**config.mk**
```make
export PLATFORM = sky130hd
export DESIGN_NAME = fagm_top
export DESIGN_NICKNAME = d
export VERILOG_FILES = /design/src/fagm_pkg.sv /design/src/fagm_tach_if.sv /design/src/fagm_tach_chan.sv /design/src/fagm_top.sv
export SDC_FILE = /design/constraint.sdc
export NUM_CORES = 1
export LEC_CHECK = 0
export BUFFER_PORTS_ARGS = -buffer_cell sky130_fd_sc_hd__buf_2
export CAP_MARGIN = 20
export CORE_ASPECT_RATIO = 1.5
export CORE_UTILIZATION = 40
export CTS_CLUSTER_SIZE = 24
export DETAILED_ROUTE_END_ITERATION = 8
export HOLD_SLACK_MARGIN = 0.05
export PLACE_DENSITY = 0.67
export SLEW_MARGIN = 10
export SYNTH_ARGS = -nofsm -noshare
export SYNTH_HDL_FRONTEND = slang
export SYNTH_SLANG_ARGS = --single-unit
```
**constraint.sdc**
```tcl
create_clock -name I_CORE_CLK -period 9 [get_ports I_CORE_CLK]
set_clock_uncertainty 0.1 [all_clocks]
set_input_delay 0.9 -clock I_CORE_CLK [delete_from_list [all_inputs] [get_ports I_CORE_CLK]]
set_output_delay 0.9 -clock I_CORE_CLK [all_outputs]
set_load 0.005 [all_outputs]
```
**src/fagm_pkg.sv**
```systemverilog
// constants, modes and register map of the fan alert and general pin monitor
// Function
// - each speed input result is double buffered, sampled only in every second slot
// - pin one forced low as full speed input gives maximum drive
// - pin zero as alert output asserts when regulated speed cannot be held
// - pin two as alert input raises an alert while pulled low
// - in closed loop the host reads back the drive value in use, except while pin one forces full speed
// - general pins set as outputs take the levels the host writes
// - hardware full speed request overrides every software mode
// - alarm status bit 4 is set while pin two is low and set as alert input
package fagm_pkg;
    // ---------------------------------------------------------------
    // register map
    // ---------------------------------------------------------------
    localparam logic [7:0] REG_CONFIG = 8'h00;
    localparam logic [7:0] REG_DAC = 8'h01;
    localparam logic [7:0] REG_PIN_CFG = 8'h02;
    localparam logic [7:0] REG_PIN_OUT = 8'h03;
    localparam logic [7:0] REG_PIN_IN = 8'h04;
    localparam logic [7:0] REG_ALARM_EN = 8'h05;
    localparam logic [7:0] REG_ALARM_STAT = 8'h06;
    localparam logic [7:0] REG_COUNT_TIME = 8'h07;
    localparam logic [7:0] REG_TACH_ZERO = 8'h08;
    localparam logic [7:0] REG_TACH_ONE = 8'h09;
    localparam logic [7:0] REG_TACH_TWO = 8'h0A;
    localparam logic [7:0] REG_TACH_THREE = 8'h0B;
    localparam logic [7:0] REG_DAC_RB = 8'h0C;
    localparam logic [7:0] REG_TARGET = 8'h0D;
    // ---------------------------------------------------------------
    // fields
    // ---------------------------------------------------------------
    localparam int MODE_LSB = 4;
    localparam int MODE_W = 2;
    typedef enum logic [1:0] {
        MODE_FULL_ON = 2'h0,
        MODE_FULL_OFF = 2'h1,
        MODE_CLOSED = 2'h2,
        MODE_OPEN = 2'h3
    } fagm_mode_t;
    localparam int CFG_ALERT_OUT = 0;
    localparam int CFG_FULL_IN = 1;
    localparam int CFG_ALERT_IN = 2;
    localparam int ALM_MAX = 0;
    localparam int ALM_MIN = 1;
    localparam int ALM_TACH = 2;
    localparam int ALM_PIN_ONE = 3;
    localparam int ALM_PIN_TWO = 4;
    localparam int ALM_W = 5;
    localparam int PIN_N = 5;
    localparam int GENERAL_PIN_ZERO = 0;
    localparam int GENERAL_PIN_ONE = 1;
    localparam int GENERAL_PIN_TWO = 2;
    localparam int GENERAL_PIN_THREE = 3;
    localparam int GENERAL_PIN_FOUR = 4;
    localparam int TACH_N = 4;
    localparam int COUNT_TIME_W = 2;
    // ---------------------------------------------------------------
    // reset values and drive levels
    // ---------------------------------------------------------------
    localparam logic [7:0] RST_CONFIG = 8'h00;
    localparam logic [7:0] RST_DAC = 8'h00;
    localparam logic [7:0] RST_PIN_CFG = 8'h00;
    localparam logic [4:0] RST_PIN_OUT = 5'h1F;
    localparam logic [1:0] RST_COUNT_TIME = 2'h2;
    localparam logic [7:0] RST_TARGET = 8'h80;
    localparam logic [7:0] DAC_FULL_ON = 8'h00;
    localparam logic [7:0] DAC_FULL_OFF = 8'hFF;
    localparam logic [7:0] COUNT_MAX = 8'hFF;
    // ---------------------------------------------------------------
    // timing
    // ---------------------------------------------------------------
    localparam int CLK_PERIOD_NS = 100;
    localparam int T_COUNT_BASE_NS = 250000000;
    localparam int COUNT_BASE_CYCLES = T_COUNT_BASE_NS / CLK_PERIOD_NS;
endpackage : fagm_pkg

```
**src/fagm_tach_if.sv**
```systemverilog
// slot control and result lines between the monitor and one speed channel
`timescale 1ns/1ns
interface fagm_tach_if;
    logic pulse_edge;
    logic count_en;
    logic xfer;
    logic [7:0] count;
    logic ovf;
    modport ctl (output pulse_edge, output count_en, output xfer, input count, input ovf);
    modport chan (input pulse_edge, input count_en, input xfer, output count, output ovf);
endinterface : fagm_tach_if

```
**src/fagm_tach_chan.sv**
```systemverilog
// one double buffered speed pulse counter
`timescale 1ns/1ns
module fagm_tach_chan (
    // clock and reset
    input wire logic i_clk,
    input wire logic i_reset,
    // slot control and result
    fagm_tach_if.chan tif
);
    logic [7:0] work_q;
    logic [7:0] work_d;
    logic at_max;

    assign at_max = (work_q == fagm_pkg::COUNT_MAX);
    // saturate instead of wrapping so an overspeed never reads as slow
    assign work_d = tif.xfer ? 8'h00 : ((tif.count_en && tif.pulse_edge && !at_max) ? work_q + 8'h01 : work_q);

    always_ff @(posedge i_clk) begin
        if (i_reset) begin
            work_q <= 8'h00;
            tif.count <= 8'h00;
            tif.ovf <= 1'b0;
        end else begin
            work_q <= work_d;
            if (tif.xfer) begin
                tif.count <= work_q;
            end
            tif.ovf <= tif.count_en && tif.pulse_edge && at_max;
        end
    end
endmodule : fagm_tach_chan

```
**src/fagm_top.sv**
```systemverilog
// fan alert, full speed override, speed sampling and general pin monitor
//
// Decided for this implementation: the plain strobed port and the register addresses.
`timescale 1ns/1ns
module fagm_top #(
    parameter int unsigned P_COUNT_BASE_CYCLES = fagm_pkg::COUNT_BASE_CYCLES
) (
    // clock and reset
    input wire logic I_CORE_CLK,
    input wire logic I_RESET,
    // register port
    input wire logic [7:0] I_ADDR,
    input wire logic [7:0] I_WDATA,
    input wire logic I_WR,
    input wire logic I_RD,
    output logic [7:0] O_RDATA,
    // speed pulse inputs, speed_pulse_in_zero to speed_pulse_in_three
    input wire logic [3:0] I_SPEED_PULSE,
    // open drain general pins, general_pin_zero to general_pin_four
    input wire logic [4:0] I_GENERAL_PIN,
    output logic [4:0] O_GENERAL_PIN,
    output logic [4:0] O_GENERAL_PIN_OE,
    // fan drive and interrupt
    output logic [7:0] O_DRIVE_DAC,
    output logic O_IRQ
);

    // ---------------------------------------------------------------
    // input synchronisers
    // ---------------------------------------------------------------
    logic [4:0] gp_s1_q;
    logic [4:0] gp_s2_q;
    logic [3:0] sp_s1_q;
    logic [3:0] sp_s2_q;
    logic [3:0] sp_s3_q;
    logic [3:0] sp_rise;

    always_ff @(posedge I_CORE_CLK) begin
        if (I_RESET) begin
            gp_s1_q <= 5'h1F;
            gp_s2_q <= 5'h1F;
            // idle high like a stopped fan, so release gives no false edge
            sp_s1_q <= 4'hF;
            sp_s2_q <= 4'hF;
            sp_s3_q <= 4'hF;
        end else begin
            gp_s1_q <= I_GENERAL_PIN;
            gp_s2_q <= gp_s1_q;
            sp_s1_q <= I_SPEED_PULSE;
            sp_s2_q <= sp_s1_q;
            sp_s3_q <= sp_s2_q;
        end
    end

    assign sp_rise = sp_s2_q & ~sp_s3_q;

    // ---------------------------------------------------------------
    // registers
    // ---------------------------------------------------------------
    logic [7:0] config_q;
    logic [7:0] dac_q;
    logic [7:0] pin_cfg_q;
    logic [4:0] pin_out_q;
    logic [4:0] alarm_en_q;
    logic [4:0] alarm_stat_q;
    logic [4:0] alarm_stat_d;
    logic [1:0] count_time_q;
    logic [7:0] target_q;
    logic [7:0] loop_dac_q;
    logic [7:0] loop_dac_d;

    wire wr_config = I_WR && (I_ADDR == fagm_pkg::REG_CONFIG);
    wire wr_dac = I_WR && (I_ADDR == fagm_pkg::REG_DAC);
    wire wr_pin_cfg = I_WR && (I_ADDR == fagm_pkg::REG_PIN_CFG);
    wire wr_pin_out = I_WR && (I_ADDR == fagm_pkg::REG_PIN_OUT);
    wire wr_alarm_en = I_WR && (I_ADDR == fagm_pkg::REG_ALARM_EN);
    wire wr_alarm_stat = I_WR && (I_ADDR == fagm_pkg::REG_ALARM_STAT);
    wire wr_count_time = I_WR && (I_ADDR == fagm_pkg::REG_COUNT_TIME);
    wire wr_target = I_WR && (I_ADDR == fagm_pkg::REG_TARGET);

    fagm_pkg::fagm_mode_t mode;
    assign mode = fagm_pkg::fagm_mode_t'(config_q[fagm_pkg::MODE_LSB +: fagm_pkg::MODE_W]);

    // ---------------------------------------------------------------
    // count slot timebase
    // ---------------------------------------------------------------
    // each slot lasts one count time; even slots count and move results in their last
    // cycle, odd slots stay idle, so a selector change settles before the next count
    logic [31:0] tb_cnt_q;
    logic phase_q;
    logic upd_q;
    wire [31:0] slot_len = P_COUNT_BASE_CYCLES << count_time_q;
    wire slot_end = (tb_cnt_q >= slot_len - 32'h1);
    wire count_en = !phase_q && !slot_end;
    wire xfer = !phase_q && slot_end;

    always_ff @(posedge I_CORE_CLK) begin
        if (I_RESET || wr_count_time) begin
            tb_cnt_q <= 32'h0;
            phase_q <= 1'b0;
        end else if (slot_end) begin
            tb_cnt_q <= 32'h0;
            phase_q <= !phase_q;
        end else begin
            tb_cnt_q <= tb_cnt_q + 32'h1;
        end
    end

    always_ff @(posedge I_CORE_CLK) begin
        if (I_RESET) begin
            upd_q <= 1'b0;
        end else begin
            upd_q <= xfer;
        end
    end

    // ---------------------------------------------------------------
    // speed channels
    // ---------------------------------------------------------------
    logic [7:0] ch_count [fagm_pkg::TACH_N];
    logic [3:0] ch_ovf;

    for (genvar i = 0; i < fagm_pkg::TACH_N; i++) begin : g_chan
        fagm_tach_if tif ();
        assign tif.pulse_edge = sp_rise[i];
        assign tif.count_en = count_en;
        assign tif.xfer = xfer;
        assign ch_count[i] = tif.count;
        assign ch_ovf[i] = tif.ovf;
        fagm_tach_chan u_chan (
            .i_clk(I_CORE_CLK),
            .i_reset(I_RESET),
            .tif(tif.chan)
        );
    end

    // ---------------------------------------------------------------
    // closed loop drive
    // ---------------------------------------------------------------
    // a low drive value means more voltage across the fan, so a slow fan
    // steps the value down; one step per result keeps the loop slow
    wire closed = (mode == fagm_pkg::MODE_CLOSED);
    wire too_slow = ch_count[0] < target_q;
    wire too_fast = ch_count[0] > target_q;
    wire at_full = (loop_dac_q == fagm_pkg::DAC_FULL_ON);
    wire at_off = (loop_dac_q == fagm_pkg::DAC_FULL_OFF);

    always_comb begin
        loop_dac_d = loop_dac_q;
        if (upd_q && closed && too_slow && !at_full) begin
            loop_dac_d = loop_dac_q - 8'h01;
        end else if (upd_q && closed && too_fast && !at_off) begin
            loop_dac_d = loop_dac_q + 8'h01;
        end
    end

    // ---------------------------------------------------------------
    // drive selection
    // ---------------------------------------------------------------
    wire force_full = pin_cfg_q[fagm_pkg::CFG_FULL_IN] && !gp_s2_q[fagm_pkg::GENERAL_PIN_ONE];
    logic [7:0] drive_d;

    always_comb begin
        drive_d = fagm_pkg::DAC_FULL_ON;
        if (force_full) begin
            drive_d = fagm_pkg::DAC_FULL_ON;
        end else begin
            case (mode)
                fagm_pkg::MODE_FULL_ON: drive_d = fagm_pkg::DAC_FULL_ON;
                fagm_pkg::MODE_FULL_OFF: drive_d = fagm_pkg::DAC_FULL_OFF;
                fagm_pkg::MODE_OPEN: drive_d = dac_q;
                fagm_pkg::MODE_CLOSED: drive_d = loop_dac_q;
                default: drive_d = fagm_pkg::DAC_FULL_ON;
            endcase
        end
    end

    // ---------------------------------------------------------------
    // alarms
    // ---------------------------------------------------------------
    logic [4:0] alarm_ev;
    assign alarm_ev[fagm_pkg::ALM_MAX] = upd_q && closed && too_slow && at_full;
    assign alarm_ev[fagm_pkg::ALM_MIN] = upd_q && closed && too_fast && at_off;
    assign alarm_ev[fagm_pkg::ALM_TACH] = |ch_ovf;
    assign alarm_ev[fagm_pkg::ALM_PIN_ONE] = force_full;
    assign alarm_ev[fagm_pkg::ALM_PIN_TWO] = pin_cfg_q[fagm_pkg::CFG_ALERT_IN] &&
        !gp_s2_q[fagm_pkg::GENERAL_PIN_TWO];

    wire [4:0] alarm_clr = wr_alarm_stat ? I_WDATA[4:0] : 5'h00;
    // a new event beats a clear in the same cycle
    assign alarm_stat_d = (alarm_stat_q & ~alarm_clr) | alarm_ev;
    wire alert_active = |(alarm_stat_q & alarm_en_q);

    // ---------------------------------------------------------------
    // general pin drive
    // ---------------------------------------------------------------
    // open drain: enable high pulls the pin low, a written one releases it
    logic [4:0] pin_oe_d;
    assign pin_oe_d[0] = pin_cfg_q[fagm_pkg::CFG_ALERT_OUT] ? alert_active : !pin_out_q[0];
    assign pin_oe_d[1] = pin_cfg_q[fagm_pkg::CFG_FULL_IN] ? 1'b0 : !pin_out_q[1];
    assign pin_oe_d[2] = pin_cfg_q[fagm_pkg::CFG_ALERT_IN] ? 1'b0 : !pin_out_q[2];
    assign pin_oe_d[4:3] = ~pin_out_q[4:3];

    // ---------------------------------------------------------------
    // read mux
    // ---------------------------------------------------------------
    logic [7:0] rd_mux;
    always_comb begin
        rd_mux = 8'h00;
        case (I_ADDR)
            fagm_pkg::REG_CONFIG: rd_mux = config_q;
            fagm_pkg::REG_DAC: rd_mux = dac_q;
            fagm_pkg::REG_PIN_CFG: rd_mux = pin_cfg_q;
            fagm_pkg::REG_PIN_OUT: rd_mux = {3'h0, pin_out_q};
            fagm_pkg::REG_PIN_IN: rd_mux = {3'h0, gp_s2_q};
            fagm_pkg::REG_ALARM_EN: rd_mux = {3'h0, alarm_en_q};
            fagm_pkg::REG_ALARM_STAT: rd_mux = {3'h0, alarm_stat_q};
            fagm_pkg::REG_COUNT_TIME: rd_mux = {6'h00, count_time_q};
            fagm_pkg::REG_TACH_ZERO: rd_mux = ch_count[0];
            fagm_pkg::REG_TACH_ONE: rd_mux = ch_count[1];
            fagm_pkg::REG_TACH_TWO: rd_mux = ch_count[2];
            fagm_pkg::REG_TACH_THREE: rd_mux = ch_count[3];
            fagm_pkg::REG_DAC_RB: rd_mux = loop_dac_q;
            fagm_pkg::REG_TARGET: rd_mux = target_q;
            default: rd_mux = 8'h00;
        endcase
    end
    wire [7:0] rdata_d = I_RD ? rd_mux : 8'h00;

    // ---------------------------------------------------------------
    // state update
    // ---------------------------------------------------------------
    always_ff @(posedge I_CORE_CLK) begin
        if (I_RESET) begin
            config_q <= fagm_pkg::RST_CONFIG;
            dac_q <= fagm_pkg::RST_DAC;
            pin_cfg_q <= fagm_pkg::RST_PIN_CFG;
            pin_out_q <= fagm_pkg::RST_PIN_OUT;
            count_time_q <= fagm_pkg::RST_COUNT_TIME;
            target_q <= fagm_pkg::RST_TARGET;
            alarm_en_q <= 5'h00;
        end else begin
            if (wr_config) config_q <= I_WDATA;
            if (wr_dac) dac_q <= I_WDATA;
            if (wr_pin_cfg) pin_cfg_q <= {5'h00, I_WDATA[2:0]};
            if (wr_pin_out) pin_out_q <= I_WDATA[4:0];
            if (wr_count_time) count_time_q <= I_WDATA[1:0];
            if (wr_target) target_q <= I_WDATA;
            if (wr_alarm_en) alarm_en_q <= I_WDATA[4:0];
        end
    end

    always_ff @(posedge I_CORE_CLK) begin
        if (I_RESET) begin
            alarm_stat_q <= 5'h00;
            loop_dac_q <= fagm_pkg::DAC_FULL_ON;
            O_DRIVE_DAC <= fagm_pkg::DAC_FULL_ON;
            O_GENERAL_PIN <= 5'h00;
            O_GENERAL_PIN_OE <= 5'h00;
            O_IRQ <= 1'b0;
            O_RDATA <= 8'h00;
        end else begin
            alarm_stat_q <= alarm_stat_d;
            loop_dac_q <= loop_dac_d;
            O_DRIVE_DAC <= drive_d;
            O_GENERAL_PIN <= 5'h00;
            O_GENERAL_PIN_OE <= pin_oe_d;
            O_IRQ <= alert_active;
            O_RDATA <= rdata_d;
        end
    end
endmodule : fagm_top

```
==> impl_results.md <==
- Synth-to-Final Area Change: 9.94%
- CTS max path bufs: 2
- Total Power: 1670 uW
- Max-Cap Viols: 0
- Leak pwr: 0.00422 uW
- Post-cts sizing count: 0
- TritonCTS Buffers: 17
- Netlist cell types: 70
- Gr ovfl total: 0
- Worst-path clk slew: approximately 0.070 ns
- Antenna cells: 0
- RSZ-0062 raised after global routing: false
- FILL cells: 2,323
- Initial DRC Count: a little over 600
- Die Area: 24,700 sq um
- Hold endpoint: gp_s2_q[0]
- CTS root buffer: clkbuf_16
- FF/Latch Area: 3960 sq um
- CP arrival: about 4.4 ns
- IO Pins: 56
- Hold Path Class: reg -> reg
- Psw: 403 uW
- CTS tree: done
- Total setup buffers inserted after CTS: 0
- Max_slew headroom: 30.6%
- Reg2reg setup slack: 4.85 ns
- Cell Rows: 69
- Reg power frac: 53.0%
- Register area share after synthesis: 41.3%
- Setup TNS: 0 ns
- Fin. max-slew vios: 0
- Via count of the routed design: 7,889
- Async S/R FF share, synth: 0%
- Initial Utilization: 40.6%
- First-pass GRT wire length: 38,600 microns
- Worst-margin pin slew: 1.04 ns
- Met1 wire length: slightly below 10,000 microns
- Synth Register Bits: 198
- Top Layer Used: met4
- Die height: 192 microns
- WP data required: 9.26 ns
- Hold Startpoint: gp_s1_q[0]
- Metal3 WL: ~1000 microns
- Port buffer count: 50
- R2R depth: 11
- Number of synthesis warnings: 0
- Placer Congestion: 0.902
- Multi-input gate area: between 5000 and 6000 sq um
- Met2 WL post-DR: 12,000 microns
- Drt pass-1 iters: 5
- Mapped Cells: 1,074
- HPWL Detailed: approximately 17,000 microns
- DRC viols: 0
- Max FO, Critical Path: 32
- Reg2reg end: g_chan[1].u_chan.work_q[3]
- CP Capture Type: register
- Crit start category: register
- CTS H-tree depth: 4
- Nets@finish: 1,187
- Cts hold-fix bufs: 0
- Die W: 129 microns
- Max Clk Rate: 241 MHz
- Hold WS: 0.312 ns
- Int Pwr: 1270 uW
- Post-Syn Area: 9610 sq um
- Outcome: completed
- Setup violators final: 0
- Core area: 23,700 sq um
- Clk Latency, worst-skew pair: 0.44 ns
- Largest net degree at the start of global routing: 60
- Period utilisation layout: a little under half
- WL per Instance: 16.6 microns
- Hold path cells: 1
- Antenna violations before repair: 0
- Power per cell area: 158 nW/um^2
- Layout cells sized above 1: 11.9%
- Max VDD drop: 0.148 mV
- Sw Share: 24.2%
- Clock power frac: between 40% and 50%
- TritonCTS Sinks: 198
- Final worst path period need: 4.15 ns
- Routed Antenna Nets: 0
- Top FF cell, synth: dfxtp_1
- GRT Total Usage: a little over 20%
- Critical path class: reg -> reg
- Vias in the first global route: 7,439
- Worst reg2reg startpoint: count_time_q[1]
- Placed cells: ~1,400
- Logic pwr share: 3.4%
- Vias per inst: around 5.5
- Post-synth EDFFs: 0
- Synthesized area per cell: 8.95 sq um
- Finished Layout Cells: roughly 1,400
- Endpoints failing hold: 0
- Post-Route WL: roughly 24,000 microns
-- cells in the mapped netlist, types with 14 or more instances --
| cell type | number | area, sq um |
|---|---|---|
| ha_1 | 54 | 676 |
| nor2b_1 | 14 | 87.6 |
| xnor2_1 | 26 | 228 |
| clkbuf_1 | 29 | 109 |
| and3_1 | 16 | 100 |
| dfxtp_1 | 198 | 3960 |
| nor2_1 | 151 | 567 |
| nor4_1 | 15 | 93.8 |
| mux2i_1 | 65 | 651 |
| xor2_1 | 20 | 175 |
| inv_1 | 37 | 139 |
| a21oi_1 | 67 | 335 |
| nand4_1 | 23 | 144 |
| nand2_1 | 75 | 282 |
| or2_2 | 22 | 138 |
| o21ai_0 | 31 | 155 |
| a22oi_1 | 14 | 105 |
| nand3_1 | 63 | 315 |
-- placed cells by master (no fill, tap or decap), types with 7 or more instances in the layout --
| cell | Yosys | routed |
|---|---|---|
| nor3_1 | 8 | 8 |
| xor2_1 | 20 | 20 |
| dfxtp_1 | 198 | 198 |
| nand2_1 | 75 | 75 |
| buf_2 | 7 | 49 |
| nor2_1 | 151 | 151 |
| xnor2_1 | 26 | 26 |
| a31oi_1 | 8 | 8 |
| o21ai_0 | 31 | 31 |
| conb_1 | 2 | 12 |
| a21oi_1 | 67 | 67 |
| inv_1 | 37 | 37 |
| nor2b_1 | 14 | 14 |
| nand3_1 | 63 | 63 |
| mux2i_1 | 65 | 65 |
| a211oi_1 | 8 | 8 |
| clkbuf_16 | 0 | 17 |
| nand2b_1 | 7 | 7 |
| or2_2 | 22 | 22 |
| and3_1 | 16 | 16 |
| nand4_1 | 23 | 23 |
| or3_1 | 11 | 11 |
| nor4_1 | 15 | 15 |
| ha_1 | 54 | 54 |
| a22oi_1 | 14 | 14 |
-- power groups by stage --
| stage | Clock (uW) | Combinational, uW | Sequential [uW] |
|---|---|---|---|
| 6_report | 728 | 56.7 | 885 |
| 3_3_place_gp | 0 | 55.8 | 906 |
| 3_5_place_dp | 0 | 56.3 | 906 |
| 4_1_cts | 740 | 56.5 | 885 |
| 5_1_grt | 778 | 61.9 | 886 |
| 2_1_floorplan | 0 | 40.7 | 905 |
-- final cells by class --
cell class	instances	share of cell area [%]
Timing Repair Buffer	52	2.53
Sequential cell	198	37.5
Tap cell	319	3.78
Multi-Input combinational cell	796	49.6
Inverter	38	1.35
Clock buffer	18	4.16
Clock inverter	14	1.10
-- metal layers --
| metal | GRT usage, % | up-vias |
|---|---|---|
| li1 | - | 3841 |
| met1 | 22.9 | 3726 |
| met2 | 35.9 | 259 |
| met3 | 3.20 | 63 |
| met4 | 10.5 | 0 |
| met5 | 0 | - |
-- per-stage QoR --
step	cell area, sq um	setup WS (ns)	util, %
6_report	10600	4.85	44.7
5_1_grt	10600	4.50	44.7
4_1_cts	10600	4.87	44.7
3_5_place_dp	10000	4.87	42.3
3_3_place_gp	10000	5.02	42.3
2_1_floorplan	9650	5.87	-
-- registers in the layout, summed over array words and instances, names as in the netlist, 5 cells and up --
name	flops
target_q	8
gp_s1_q	5
gp_s2_q	5
O_DRIVE_DAC	8
config_q	8
pin_out_q	5
O_GENERAL_PIN_OE	5
O_RDATA	8
alarm_en_q	5
tb_cnt_q	32
alarm_stat_q	5
g_chan.u_chan.tif.count	32
g_chan.u_chan.work_q	32
dac_q	8
loop_dac_q	8
-- kinds of logic after synthesis --
kind of cell,count (synthesis),share of synthesized area (%)
buf+inv,90,4.66
compound gates,172,11.4
mux,72,7.94
other cells,2,0.0782
fa+ha+maj,55,7.24
flops,198,41.3
simple gates,439,23.2
xor+xnor,46,4.19
-- worst max-delay path, cell delays in order, from the launching register on --
cell and delay [ns]:
dfxtp_1 0.49, inv_1 0.17, ha_1 0.40, inv_1 0.09
ha_1 0.31, a211oi_2 0.19, o221ai_1 0.14, a211o_1 0.28
o2111ai_1 0.22, nand3_1 0.75, or4_1 0.76, a21oi_1 0.15
-- worst max-delay path by stage --
stage | start | to | slack [ns] | cells past startpoint
after detailed placement | count_time_q[1] | g_chan[1].u_chan.work_q[3] | 4.87 | 11
after floorplan | target_q[5] | loop_dac_q[7] | 5.87 | 14
after global placement | count_time_q[1] | g_chan[0].u_chan.work_q[3] | 5.02 | 11
after CTS | count_time_q[1] | g_chan[1].u_chan.work_q[3] | 4.87 | 11
after global routing | count_time_q[0] | g_chan[2].u_chan.work_q[3] | 4.50 | 11
final | count_time_q[1] | g_chan[1].u_chan.work_q[3] | 4.85 | 11
No activity file was read; power rests on OpenSTA's default activity.
